### src/rpc_pkg.sv
`default_nettype none
package rpc_pkg;
	// ====================================================
	// register offsets
	localparam logic [9:0] OFS_SYNC_MATCH_SETUP = 10'h10f;
	localparam logic [9:0] OFS_PREAMBLE_QUALIFY_SETUP = 10'h111;
	localparam logic [9:0] OFS_PACKET_FORMAT_SELECT = 10'h13e;
	localparam logic [9:0] OFS_CARRIER_WORD_LOW = 10'h300;
	localparam logic [9:0] OFS_CARRIER_WORD_MID = 10'h301;
	localparam logic [9:0] OFS_CARRIER_WORD_HIGH = 10'h302;
	localparam logic [9:0] OFS_TRANSMIT_DEVIATION = 10'h304;
	localparam logic [9:0] OFS_DISCRIMINATOR_SETUP = 10'h305;
	localparam logic [9:0] OFS_MODULATION_SHAPING = 10'h306;
	localparam logic [9:0] OFS_POWER_READBACK = 10'h30c;
	localparam logic [9:0] OFS_QUALITY_READBACK = 10'h30d;
	localparam logic [9:0] OFS_BITRATE_HIGH = 10'h30e;
	localparam logic [9:0] OFS_BITRATE_LOW = 10'h30f;
	localparam logic [9:0] OFS_PROGRAM_RAM_PAGE_SELECT = 10'h313;
	localparam logic [9:0] OFS_TRANSMIT_BUFFER_BASE = 10'h314;
	// ====================================================
	// reset values
	localparam logic [7:0] RST_SYNC_MATCH_SETUP = 8'h18;
	localparam logic [7:0] RST_PREAMBLE_QUALIFY_SETUP = 8'h0b;
	localparam logic [7:0] RST_PACKET_FORMAT_SELECT = 8'h00;
	localparam logic [7:0] RST_CARRIER_WORD_LOW = 8'h80;
	localparam logic [7:0] RST_CARRIER_WORD_MID = 8'ha9;
	localparam logic [7:0] RST_CARRIER_WORD_HIGH = 8'h03;
	localparam logic [7:0] RST_TRANSMIT_DEVIATION = 8'h32;
	localparam logic [7:0] RST_DISCRIMINATOR_SETUP = 8'h06;
	localparam logic [7:0] RST_MODULATION_SHAPING = 8'h01;
	localparam logic [7:0] RST_READBACK = 8'h00;
	localparam logic [7:0] RST_BITRATE_HIGH = 8'h4e;
	localparam logic [7:0] RST_BITRATE_LOW = 8'h20;
	localparam logic [7:0] RST_PROGRAM_RAM_PAGE_SELECT = 8'h00;
	localparam logic [7:0] RST_TRANSMIT_BUFFER_BASE = 8'h80;
	// ====================================================
	// field positions and limits
	localparam int SYNC_TOL_LSB = 5;
	localparam int SYNC_LEN_MAX = 24;
	localparam int SKIP_SYNC_BIT = 6;
	localparam int AGC_LOCK_BIT = 5;
	localparam int SKIP_PREAMBLE_BIT = 4;
	localparam int PREAMBLE_PAIRS = 12;
	localparam int PREEMPH_BIT = 0;
	localparam int SHAPING_BIT = 1;
	localparam logic [7:0] DEVIATION_MASK = 8'h3f;
	localparam logic [7:0] DISCRIM_MASK = 8'h7f;
	localparam logic [7:0] SYNC_SETUP_MASK = 8'h7f;
	localparam logic [7:0] PREAMBLE_SETUP_MASK = 8'h7f;
	localparam logic [7:0] PRAM_PAGE_MASK = 8'h0f;
	localparam logic [7:0] SHAPING_SW_MASK = 8'h03;
	localparam int CARRIER_UNIT_KHZ = 10;
	localparam int DEVIATION_UNIT_KHZ = 10;
	localparam int BITRATE_UNIT_BPS = 100;

	typedef enum logic [2:0] {
		RPC_FMT_STD_PACKET,
		RPC_FMT_RESERVED1,
		RPC_FMT_STD_STREAM_RX,
		RPC_FMT_FSK_STREAM,
		RPC_FMT_FSK_PACKET
	} rpc_format_t;

	// settings handed to the radio controller
	typedef struct packed {
		logic [1:0] sync_tolerance;
		logic [4:0] sync_bits;
		logic sync_detect_on;
		logic skip_sync_stream;
		logic agc_lock_enable;
		logic skip_preamble;
		logic [3:0] preamble_errors_allowed;
		logic preamble_qualify_on;
		logic [7:0] packet_format_code;
		logic format_valid;
		logic [23:0] carrier_word;
		logic [5:0] deviation_steps;
		logic [6:0] demod_bandwidth_code;
		logic gauss_shaping;
		logic preemphasis_on;
		logic [15:0] bitrate_word;
		logic [3:0] pram_page;
		logic [7:0] tx_buffer_base;
	} rpc_config_t;
endpackage
`default_nettype wire

### src/rpc_regs.sv
`timescale 1ns/10ps
`default_nettype none
// What this block does
// [RULE1] sync tolerance field allows zero to three bit mismatches; four to seven reserved.
// [RULE2] sync length compares 0 to 24 bits, default 24; zero disables detection.
// [RULE3] sync-skip bit makes streaming receive bypass sync word detection.
// [RULE4] gain-lock bit freezes gain after preamble, FSK packet and streaming only.
// [RULE5] preamble-skip bit omits preamble detection and qualification, searching sync only.
// [RULE6] preamble level tolerates twelve minus value bad pairs; zero disables qualification.
// [RULE7] format byte: 0 standard packet, 2 standard rx stream, 3 FSK stream, 4 FSK packet.
// [RULE8] carrier word is 24 bits over three bytes, low first, in 10 kHz units.
// [RULE9] transmit deviation is six-bit field times 10 kHz, reset 50.
// [RULE10] software keeps deviation 50 for standard mode, smaller for slow FSK.
// [RULE11] seven-bit discriminator code equals 3.25 MHz over deviation plus error; reset 6.
// [RULE12] modulation register upper six bits are driven by the radio controller.
// [RULE13] preemphasis bit enables transmit preemphasis filter; resets to one.
// [RULE14] software keeps preemphasis on above 250 kbps and in standard mode.
// [RULE15] power readback is read-only signed dBm value.
// [RULE16] quality readback is read-only signal quality value.
// [RULE17] bit rate is (256 times high byte plus low byte) times 100 bps.
// [RULE18] transmit buffer base gives packet RAM start address; resets to 128.
// [RULE19] software writes reserved bits at default and avoids reserved encodings.
// [RULE20] writes to readback registers are ignored; receive logic updates them.
module rpc_regs
	import rpc_pkg::*;
(
	input wire logic clk_i, // 25 MHz clock
	input wire logic reset_i, // synchronous reset, active high
	input wire logic [9:0] addr_i, // register address
	input wire logic wr_en_i, // one-cycle write strobe
	input wire logic rd_en_i, // one-cycle read strobe
	input wire logic [7:0] wr_data_i, // write data
	output logic [7:0] rd_data_o, // read data, valid cycle after rd_en_i
	output logic rd_valid_o, // read data valid pulse
	output logic addr_err_o, // access hit an unmapped address, pulse
	input wire logic meas_valid_i, // receive logic has a new measurement
	input wire logic [7:0] meas_power_i, // signed received power, dBm
	input wire logic [7:0] meas_quality_i, // signal quality indicator
	input wire logic ctrl_wr_i, // radio controller writes its own bits
	input wire logic [5:0] ctrl_bits_i, // controller owned modulation bits
	output rpc_config_t cfg_o // decoded settings to the controller
);
	// ====================================================
	// register state
	logic [7:0] sync_match_setup, next_sync_match_setup;
	logic [7:0] preamble_qualify_setup, next_preamble_qualify_setup;
	logic [7:0] packet_format_select, next_packet_format_select;
	logic [7:0] carrier_word_low, next_carrier_word_low;
	logic [7:0] carrier_word_mid, next_carrier_word_mid;
	logic [7:0] carrier_word_high, next_carrier_word_high;
	logic [7:0] transmit_deviation, next_transmit_deviation;
	logic [7:0] discriminator_setup, next_discriminator_setup;
	logic [7:0] modulation_shaping, next_modulation_shaping;
	logic [7:0] power_readback, next_power_readback;
	logic [7:0] quality_readback, next_quality_readback;
	logic [7:0] bitrate_high, next_bitrate_high;
	logic [7:0] bitrate_low, next_bitrate_low;
	logic [7:0] program_ram_page_select, next_program_ram_page_select;
	logic [7:0] transmit_buffer_base, next_transmit_buffer_base;
	logic [7:0] next_rd_data;
	logic next_rd_valid, next_addr_err, hit;
	rpc_config_t next_cfg;

	function automatic logic [7:0] merge(input logic [7:0] old, input logic [7:0] wd,
		input logic [7:0] mask);
		merge = (old & ~mask) | (wd & mask);
	endfunction

	// ====================================================
	// write path
	always_comb begin
		next_sync_match_setup = sync_match_setup;
		next_preamble_qualify_setup = preamble_qualify_setup;
		next_packet_format_select = packet_format_select;
		next_carrier_word_low = carrier_word_low;
		next_carrier_word_mid = carrier_word_mid;
		next_carrier_word_high = carrier_word_high;
		next_transmit_deviation = transmit_deviation;
		next_discriminator_setup = discriminator_setup;
		next_modulation_shaping = modulation_shaping;
		next_bitrate_high = bitrate_high;
		next_bitrate_low = bitrate_low;
		next_program_ram_page_select = program_ram_page_select;
		next_transmit_buffer_base = transmit_buffer_base;
		next_power_readback = power_readback;
		next_quality_readback = quality_readback;
		// reserved bits are held at zero whatever software writes
		if (wr_en_i) begin
			if (addr_i == OFS_SYNC_MATCH_SETUP) begin
				next_sync_match_setup = wr_data_i & SYNC_SETUP_MASK; // RULE1 RULE2
			end else if (addr_i == OFS_PREAMBLE_QUALIFY_SETUP) begin
				next_preamble_qualify_setup = wr_data_i & PREAMBLE_SETUP_MASK;
			end else if (addr_i == OFS_PACKET_FORMAT_SELECT) begin
				next_packet_format_select = wr_data_i; // RULE7
			end else if (addr_i == OFS_CARRIER_WORD_LOW) begin
				next_carrier_word_low = wr_data_i; // RULE8
			end else if (addr_i == OFS_CARRIER_WORD_MID) begin
				next_carrier_word_mid = wr_data_i; // RULE8
			end else if (addr_i == OFS_CARRIER_WORD_HIGH) begin
				next_carrier_word_high = wr_data_i; // RULE8
			end else if (addr_i == OFS_TRANSMIT_DEVIATION) begin
				next_transmit_deviation = wr_data_i & DEVIATION_MASK; // RULE9
			end else if (addr_i == OFS_DISCRIMINATOR_SETUP) begin
				next_discriminator_setup = wr_data_i & DISCRIM_MASK; // RULE11
			end else if (addr_i == OFS_MODULATION_SHAPING) begin
				// software reaches only the two shaping bits
				next_modulation_shaping = merge(modulation_shaping, wr_data_i,
					SHAPING_SW_MASK); // RULE12 RULE13
			end else if (addr_i == OFS_BITRATE_HIGH) begin
				next_bitrate_high = wr_data_i; // RULE17
			end else if (addr_i == OFS_BITRATE_LOW) begin
				next_bitrate_low = wr_data_i; // RULE17
			end else if (addr_i == OFS_PROGRAM_RAM_PAGE_SELECT) begin
				next_program_ram_page_select = wr_data_i & PRAM_PAGE_MASK;
			end else if (addr_i == OFS_TRANSMIT_BUFFER_BASE) begin
				next_transmit_buffer_base = wr_data_i; // RULE18
			end
		end
		// controller write applied after software so the owner wins on a clash
		if (ctrl_wr_i) begin
			next_modulation_shaping = merge(next_modulation_shaping, {ctrl_bits_i, 2'b00},
				~SHAPING_SW_MASK); // RULE12
		end
		// readback is only ever loaded from the measurement, never from the port
		if (meas_valid_i) begin
			next_power_readback = meas_power_i; // RULE15 RULE20
			next_quality_readback = meas_quality_i; // RULE16 RULE20
		end
	end

	// ====================================================
	// read path
	always_comb begin
		next_rd_data = 8'h00;
		hit = 1'b1;
		if (addr_i == OFS_SYNC_MATCH_SETUP) begin
			next_rd_data = sync_match_setup;
		end else if (addr_i == OFS_PREAMBLE_QUALIFY_SETUP) begin
			next_rd_data = preamble_qualify_setup;
		end else if (addr_i == OFS_PACKET_FORMAT_SELECT) begin
			next_rd_data = packet_format_select;
		end else if (addr_i == OFS_CARRIER_WORD_LOW) begin
			next_rd_data = carrier_word_low;
		end else if (addr_i == OFS_CARRIER_WORD_MID) begin
			next_rd_data = carrier_word_mid;
		end else if (addr_i == OFS_CARRIER_WORD_HIGH) begin
			next_rd_data = carrier_word_high;
		end else if (addr_i == OFS_TRANSMIT_DEVIATION) begin
			next_rd_data = transmit_deviation;
		end else if (addr_i == OFS_DISCRIMINATOR_SETUP) begin
			next_rd_data = discriminator_setup;
		end else if (addr_i == OFS_MODULATION_SHAPING) begin
			next_rd_data = modulation_shaping;
		end else if (addr_i == OFS_POWER_READBACK) begin
			next_rd_data = power_readback; // RULE15
		end else if (addr_i == OFS_QUALITY_READBACK) begin
			next_rd_data = quality_readback; // RULE16
		end else if (addr_i == OFS_BITRATE_HIGH) begin
			next_rd_data = bitrate_high;
		end else if (addr_i == OFS_BITRATE_LOW) begin
			next_rd_data = bitrate_low;
		end else if (addr_i == OFS_PROGRAM_RAM_PAGE_SELECT) begin
			next_rd_data = program_ram_page_select;
		end else if (addr_i == OFS_TRANSMIT_BUFFER_BASE) begin
			next_rd_data = transmit_buffer_base;
		end else begin
			hit = 1'b0;
		end
		next_rd_valid = rd_en_i;
		next_addr_err = (rd_en_i | wr_en_i) & ~hit;
		if (!rd_en_i) begin
			next_rd_data = rd_data_o;
		end
	end

	// ====================================================
	// decoded settings
	always_comb begin
		next_cfg.sync_tolerance = sync_match_setup[SYNC_TOL_LSB +: 2]; // RULE1
		// reserved lengths above 24 are clipped to the full word
		next_cfg.sync_bits = (sync_match_setup[4:0] > 5'(SYNC_LEN_MAX)) ?
			5'(SYNC_LEN_MAX) : sync_match_setup[4:0]; // RULE2
		next_cfg.sync_detect_on = (sync_match_setup[4:0] != 5'h0); // RULE2
		next_cfg.skip_sync_stream = preamble_qualify_setup[SKIP_SYNC_BIT] &
			(packet_format_select == 8'(RPC_FMT_FSK_STREAM) |
			packet_format_select == 8'(RPC_FMT_STD_STREAM_RX)); // RULE3
		next_cfg.agc_lock_enable = preamble_qualify_setup[AGC_LOCK_BIT] &
			(packet_format_select == 8'(RPC_FMT_FSK_STREAM) |
			packet_format_select == 8'(RPC_FMT_FSK_PACKET)); // RULE4
		next_cfg.skip_preamble = preamble_qualify_setup[SKIP_PREAMBLE_BIT]; // RULE5
		next_cfg.preamble_qualify_on = ~preamble_qualify_setup[SKIP_PREAMBLE_BIT] &
			(preamble_qualify_setup[3:0] != 4'h0); // RULE6
		next_cfg.preamble_errors_allowed = (preamble_qualify_setup[3:0] > 4'(PREAMBLE_PAIRS)) ?
			4'h0 : 4'(PREAMBLE_PAIRS) - preamble_qualify_setup[3:0]; // RULE6
		next_cfg.packet_format_code = packet_format_select; // RULE7
		next_cfg.format_valid = (packet_format_select <= 8'(RPC_FMT_FSK_PACKET)) &
			(packet_format_select != 8'(RPC_FMT_RESERVED1)); // RULE7
		next_cfg.carrier_word = {carrier_word_high, carrier_word_mid,
			carrier_word_low}; // RULE8
		next_cfg.deviation_steps = transmit_deviation[5:0]; // RULE9
		next_cfg.demod_bandwidth_code = discriminator_setup[6:0]; // RULE11
		next_cfg.gauss_shaping = modulation_shaping[SHAPING_BIT];
		next_cfg.preemphasis_on = modulation_shaping[PREEMPH_BIT]; // RULE13
		next_cfg.bitrate_word = {bitrate_high, bitrate_low}; // RULE17
		next_cfg.pram_page = program_ram_page_select[3:0];
		next_cfg.tx_buffer_base = transmit_buffer_base; // RULE18
	end

	// ====================================================
	// registers
	always_ff @(posedge clk_i) begin
		if (reset_i) begin
			sync_match_setup <= RST_SYNC_MATCH_SETUP;
			preamble_qualify_setup <= RST_PREAMBLE_QUALIFY_SETUP;
			packet_format_select <= RST_PACKET_FORMAT_SELECT;
			carrier_word_low <= RST_CARRIER_WORD_LOW;
			carrier_word_mid <= RST_CARRIER_WORD_MID;
			carrier_word_high <= RST_CARRIER_WORD_HIGH;
			transmit_deviation <= RST_TRANSMIT_DEVIATION; // RULE9
			discriminator_setup <= RST_DISCRIMINATOR_SETUP; // RULE11
			modulation_shaping <= RST_MODULATION_SHAPING; // RULE13
			power_readback <= RST_READBACK;
			quality_readback <= RST_READBACK;
			bitrate_high <= RST_BITRATE_HIGH;
			bitrate_low <= RST_BITRATE_LOW;
			program_ram_page_select <= RST_PROGRAM_RAM_PAGE_SELECT;
			transmit_buffer_base <= RST_TRANSMIT_BUFFER_BASE; // RULE18
			rd_data_o <= 8'h00;
			rd_valid_o <= 1'b0;
			addr_err_o <= 1'b0;
			cfg_o <= '0;
		end else begin
			sync_match_setup <= next_sync_match_setup;
			preamble_qualify_setup <= next_preamble_qualify_setup;
			packet_format_select <= next_packet_format_select;
			carrier_word_low <= next_carrier_word_low;
			carrier_word_mid <= next_carrier_word_mid;
			carrier_word_high <= next_carrier_word_high;
			transmit_deviation <= next_transmit_deviation;
			discriminator_setup <= next_discriminator_setup;
			modulation_shaping <= next_modulation_shaping;
			power_readback <= next_power_readback;
			quality_readback <= next_quality_readback;
			bitrate_high <= next_bitrate_high;
			bitrate_low <= next_bitrate_low;
			program_ram_page_select <= next_program_ram_page_select;
			transmit_buffer_base <= next_transmit_buffer_base;
			rd_data_o <= next_rd_data;
			rd_valid_o <= next_rd_valid;
			addr_err_o <= next_addr_err;
			cfg_o <= next_cfg;
		end
	end
endmodule
`default_nettype wire

### config.mk
export PLATFORM = sky130hd
export DESIGN_NAME = rpc_regs
export DESIGN_NICKNAME = d
export VERILOG_FILES = /design/src/rpc_pkg.sv /design/src/rpc_regs.sv
export SDC_FILE = /design/constraint.sdc
export NUM_CORES = 1
export LEC_CHECK = 0
export ABC_AREA = 1
export BUFFER_PORTS_ARGS = -buffer_cell sky130_fd_sc_hd__buf_2
export CAP_MARGIN = 10
export CORE_UTILIZATION = 45
export DETAILED_ROUTE_END_ITERATION = 8
export GPL_ROUTABILITY_DRIVEN = 0
export PLACE_DENSITY_LB_ADDON = 0.2
export SLEW_MARGIN = 15
export SYNTH_ARGS = -nofsm -noshare
export SYNTH_HDL_FRONTEND = slang
export SYNTH_SLANG_ARGS = --single-unit
### constraint.sdc
create_clock -name clk_i -period 5.6 [get_ports clk_i]
set_clock_uncertainty 0.15 [all_clocks]
set_input_delay 1.12 -clock clk_i [delete_from_list [all_inputs] [get_ports clk_i]]
set_output_delay 1.12 -clock clk_i [all_outputs]
set_load 0.005 [all_outputs]
# Word-level counts from Yosys, hierarchy flattened
# Index checks and enable logic that the tools add are counted.
# Widths: inputs -> output; s select.
[word_totals] out_inout_bits=102 ff_bits=213 elab_cells=154 input_bits=46
[classes] bitwise_logic=24 magnitude_cmp=3 n_mux=42 n_reduce_logical=19 add_sub_neg=1 eq_ne=27
[ops] op="$mux 8" n=26
[ops] op="$eq 10x10->1 const B" n=12
[ops] op="$eq 10x9->1 const B" n=3
[ops] op="$eq 8x2->1 const B" n=2
[ops] op="$ne 2x2->1 const B" n=8
[ops] op="$mux 1" n=15
[ops] op="$not 1->1" n=14
[ops] op="$reduce_and 14->1" n=1
[ops] op="$reduce_and 13->1" n=1
[ops] op="$reduce_and 12->1" n=1
[ops] op="$reduce_and 11->1" n=1
[ops] op="$reduce_and 10->1" n=1
[ops] op="$reduce_and 9->1" n=1
[ops] op="$eq 8x3->1 const B" n=1
[ops] op="$le 8x3->1 const B" n=1
[ops] op="$ne 8x1->1 const B" n=1
[ops] op="$or 2x8->8" n=1
[ops] op="$or 8x2->8" n=1
[ops] op="$reduce_and 8->1" n=1
[ops] op="$reduce_and 7->1" n=1
[ops] op="$reduce_and 6->1" n=1
[ops] op="$and 1x1->1" n=5
[ops] op="$gt 5x5->1 const B" n=1
[ops] op="$mux 5" n=1
[ops] op="11 further kinds" n=15

# Depth between registers and ports, before layout
[depth] ltp_word=18 depth_mapped=18 depth_no_buf=18

# Least setup slack after synthesis
# No wires, ideal clock.
[synth_path] path_type="input to register" startpoint="input addr_i[7]" endpoint="register discriminator_setup[2]" setup_time_ps=120 setup_slack_ps=2912 stages=11 n_path_buf=1 required_ps=5330 t_arrival_ps=2418 path_cell_list="nor2_1 > nand2_1 > nor3_4 > nor2_4 > inv_2 > nor2_2 > nand2_2 > nor2_2 > buf_4 > a21oi_1 > o21ai_1"
[synth_via] elab_chain_cells=3 word_cells_on_any_way=16 cone_classes="eq/ne: 8; bitwise: 7; reduce/logical: 1"
[synth_lines] element="from (decl)" line="rpc_regs.sv:29" source="input wire logic [9:0] addr_i,"
[synth_lines] element="$eq 10x10->1, or another cell as far along" line="rpc_regs.sv:101" source="end else if (addr_i == OFS_TRANSMIT_DEVIATION) begin"
[synth_lines] element="$not 1->1 (no line)"
[synth_lines] element="$reduce_and 9->1 (no line) (*)"
[synth_lines] element="to (signal assigned)" line="rpc_regs.sv:240" source="discriminator_setup <= next_discriminator_setup;"
[synth_lines] element="to (decl)" line="rpc_regs.sv:52" source="logic [7:0] discriminator_setup, next_discriminator_setup;"
# Every way passes the cells marked *; elsewhere a longest branch is shown, timed or not.
# A chain may end at the register's enable or synchronous reset.

# Final worst setup path
[layout_path] startpoint="input addr_i[7]" endpoint="register rd_data_o[2]"
[layout_via] elab_chain_cells=16 word_cells_on_any_way=30 cone_classes="eq/ne: 15; mux: 15"
[layout_lines] element="$eq 10x10->1" line="rpc_regs.sv:164" source="end else if (addr_i == OFS_TRANSMIT_BUFFER_BASE) begin"
[layout_lines] element="$mux 8" line="rpc_regs.sv:164"
[layout_lines] element="$mux 8" line="rpc_regs.sv:162" source="end else if (addr_i == OFS_PROGRAM_RAM_PAGE_SELECT) begin"
[layout_lines] element="$mux 8" line="rpc_regs.sv:160" source="end else if (addr_i == OFS_BITRATE_LOW) begin"
[layout_lines] element="$mux 8" line="rpc_regs.sv:158" source="end else if (addr_i == OFS_BITRATE_HIGH) begin"
[layout_lines] element="$mux 8" line="rpc_regs.sv:156" source="end else if (addr_i == OFS_QUALITY_READBACK) begin"
[layout_lines] element="$mux 8" line="rpc_regs.sv:154" source="end else if (addr_i == OFS_POWER_READBACK) begin"
[layout_lines] element="$mux 8" line="rpc_regs.sv:152" source="end else if (addr_i == OFS_MODULATION_SHAPING) begin"
[layout_lines] element="$mux 8" line="rpc_regs.sv:150" source="end else if (addr_i == OFS_DISCRIMINATOR_SETUP) begin"
[layout_lines] element="$mux 8" line="rpc_regs.sv:148" source="end else if (addr_i == OFS_TRANSMIT_DEVIATION) begin"
[layout_lines] element="$mux 8" line="rpc_regs.sv:146" source="end else if (addr_i == OFS_CARRIER_WORD_HIGH) begin"
[layout_lines] element="$mux 8" line="rpc_regs.sv:144" source="end else if (addr_i == OFS_CARRIER_WORD_MID) begin"
[layout_lines] element="$mux 8" line="rpc_regs.sv:142" source="end else if (addr_i == OFS_CARRIER_WORD_LOW) begin"
[layout_lines] element="$mux 8" line="rpc_regs.sv:140" source="end else if (addr_i == OFS_PACKET_FORMAT_SELECT) begin"
[layout_lines] element="$mux 8" line="rpc_regs.sv:138" source="end else if (addr_i == OFS_PREAMBLE_QUALIFY_SETUP) begin"
[layout_lines] element="$mux 8 (*)" line="rpc_regs.sv:136" source="if (addr_i == OFS_SYNC_MATCH_SETUP) begin"
[layout_lines] element="to (signal assigned)" line="rpc_regs.sv:248" source="rd_data_o <= next_rd_data;"
[layout_lines] element="to (decl)" line="rpc_regs.sv:33" source="output logic [7:0] rd_data_o,"
# Marked as above.

==> flow_summary.yaml <==
sta:
  max_freq_mhz: 314
  slew_headroom_pct: 37.7
  rsz0062_at_grt: "false"
  setup_viol: 0
  fin_crit_sh_pct: 56.8
  tns_ns: 0
  worstMarginPinSlew_ns: 0.931
  finalHoldViolCount: 0
  period_minus_slack_ns: 3.18
  drv_slew: 0
detailed_routing:
  route.met2.wl_um: 9770
  wl_per_cell_um: 15.9
  wl_met3_um: 1810
  drt_iter0_markers: 620
  vias_per_cell: 5.05
  drc: 0
  wl_met1_um: 10400
  ant_nets: 0
  vias: 7109
  routed_wl_um: 22400
  topRoutingLayerUsed: "met4"
  first_pass_iters: 5
floorplanning:
  rows: 48
  fp.dieW_um: 135
  core_area_sq_um: 17400
  die_h_um: 135
  io_pins: 148
  start_util_pct: 46.2
  die_area_sq_um: 18400
power_and_ir_drop:
  pwr_density_cell_nw_per_um2: 334
  p_leak_nw: 4.52
  peakVddDrop_mv: 0.254
min_path:
  worst_hold_path_type: "flop to flop"
setup_path:
  critical_path_peak_fanout: 14
  crit_path_end_kind: "flop"
  cp_slowest_cell: "nor2_2"
  cp_slowest_stage_delay_ns: 0.50
  arrival_ns: 3.46
  crit_type: "input pin to flop"
  critical_path.cell_chain: "buf_2 -> nor2_1 -> nand3_1 -> nor2_2 -> nand3_1 -> inv_1 -> nand2_1 -> nand4_1 -> nand2_1 -> nand2_1 -> nand2_1 -> nand2_1 -> nand2_1 -> a21oi_1"
  start_kind: "input pin"
  cpMostUsedCell: "nand2_1"
  cp_data_required_time_ns: 5.88
clock_network:
  cts_tree: "done"
  clk_pin_slew_worst_paths_ns: 0.06
  cts_root_buf: "clkbuf_16"
  htree_levels: 1
  postCtsResizedCells: 0
  cts.sinks: 213
  clk_latency_ns: 0.50
  max-clock-path-buffers: 3
  cts_buffers: 22
  post-cts-setup-buffer-count: 0
  cts_hold_buf: 0
status:
  outcome: "complete, no violations"
global_routing:
  grt_max_degree: 94
  grt_antenna_before_repair: 0
  grt_first_pass_wirelength_um: 34600
  grt.total_usage_pct: 24.4
  grt_pass1_vias: 6407
  grt-ovfl-total: 0
final_layout:
  final_common_cell: "dfxtp_1"
  stdcell_area_sq_um: 9650
  antenna_cells: 0
  final_cell_mix: "213 x dfxtp_1, 164 x nor2_1, 146 x inv_1, 146 x buf_2, 135 x nand2_1"
  final_layout_size_suffix_gt1_share_pct: 18.9
  syn_to_final_growth_pct: 20.4
  nets: 1216
logic_synthesis:
  synth_mux_area_share_pct: 0
  synth_xor_area_share_pct: 0
  synth_area_sq_um: 8020
  synthSimpleGateAreaFrac_pct: 20.6
  syn_nets: 1082
  yosys_register_bits: 213
  ys_types: 35
  synth_compound_area_share_pct: 16.5
  avgSynthCellArea_sq_um: 7.75
  seq_area_frac_synth_pct: 53.2
  synth_warnings: 0
  synth_top_family_by_area: "simple AND/OR/NAND/NOR gates"
  synthAdderAreaFrac_pct: 0.156
  synthCells: 1035
placed_design:
  hpwlAfterDp_um: 16000
  place_area_sq_um: 8880
  io_buffers: 147
run:
  drv_cap: 0
-- cells by family after synthesis --
group,count (synthesis)
and+or+nand+nor,385
AOI/OAI and AO/OA,239
DFF,213
buffers and inverters,197
adders and majority gates,1
-- layer usage --
metal,up-vias,GRT usage (%)
li1,3589,-
met1,3213,35.4
met2,275,37.6
met3,32,4.19
met4,0,5.93
met5,-,0
-- stage by stage --
step	hold slack [ns]	utilization, %	instances	total power, W	setup WS [ns]
4_1_cts	0.302	55.6	1409	0.00324	2.49
2_1_floorplan	0.260	-	1035	0.00165	2.91
5_1_grt	0.317	55.6	1409	0.00332	2.09
3_5_place_dp	0.293	51.1	1370	0.00171	1.98
6_report	0.300	55.6	1409	0.00322	2.42
3_3_place_gp	0.287	51.1	1370	0.00171	2.04
-- final timing paths --
kind | startpoint | to | slack (ns) | cells after the start
hold / removal | transmit_buffer_base[2] | cfg_o[2] | 0.30 | 2
setup / recovery | addr_i[7] | rd_data_o[2] | 2.42 | 14
hold reg to reg | transmit_buffer_base[2] | cfg_o[2] | 0.30 | 2
setup reg to reg | preamble_qualify_setup[0] | cfg_o[80] | 3.87 | 6
-- sequential cells by signal (all words and copies together) (netlist names), 4 cells and up --
| register | cells |
|---|---|
| cfg_o | 92 |
| bitrate_high | 8 |
| bitrate_low | 8 |
| carrier_word_high | 8 |
| carrier_word_low | 8 |
| carrier_word_mid | 8 |
| modulation_shaping | 8 |
| packet_format_select | 8 |
| power_readback | 8 |
| quality_readback | 8 |
| rd_data_o | 8 |
| transmit_buffer_base | 8 |
| discriminator_setup | 7 |
| preamble_qualify_setup | 7 |
| sync_match_setup | 7 |
| transmit_deviation | 6 |
| program_ram_page_select | 4 |
-- power by group --
group | internal (W) | total (W) | switching, W
logic | 0.0000394 | 0.000136 | 0.0000970
registers | 0.00154 | 0.00155 | 0.00000806
clock network | 0.000940 | 0.00154 | 0.000603
-- worst max-delay path: cells and delay by family --
family                 cells  cell delay [ns]
and+or+nand+nor           11             1.88
buffers and inverters      2             0.34
AOI/OAI and AO/OA          1             0.11
-- Yosys cell counts --
cell type,number,area [sq um]
o21ai_0,100,500
a31oi_1,1,6.26
nand3_1,31,155
nor4_1,2,12.5
clkbuf_1,23,86.3
a221oi_1,10,87.6
nor3_2,2,20.0
ha_1,1,12.5
clkinv_1,2,7.51
or2_2,2,12.5
o22ai_1,2,12.5
nor2_2,9,56.3
buf_2,8,40.0
a21oi_1,89,445
nor2_1,164,616
inv_1,147,552
nand2_2,7,43.8
inv_2,9,33.8
nand3_2,1,10.0
nor3_4,1,16.3
nand2_1,135,507
o221ai_1,1,8.76
o211ai_1,20,150
a211oi_1,8,60.1
o21ai_1,5,25.0
o21a_1,1,7.51
a2111oi_0,1,8.76
nor3_1,12,60.1
and2_1,1,6.26
nand4_1,13,81.3
buf_4,5,37.5
o31ai_1,1,7.51
nor2_4,5,56.3
dfxtp_1,213,4260
buf_1,3,11.3
-- area by class of cell --
type / count / area [sq um]
Inverter: 158 / 593
Fill cell: 1672 / 7710
Timing Repair Buffer: 149 / 753
Clock inverter: 11 / 139
Clock buffer: 28 / 634
Sequential cell: 213 / 4260
Tap cell: 225 / 282
Multi-Input combinational cell: 625 / 2990
Note: power is estimated with default switching activity, not from simulation.
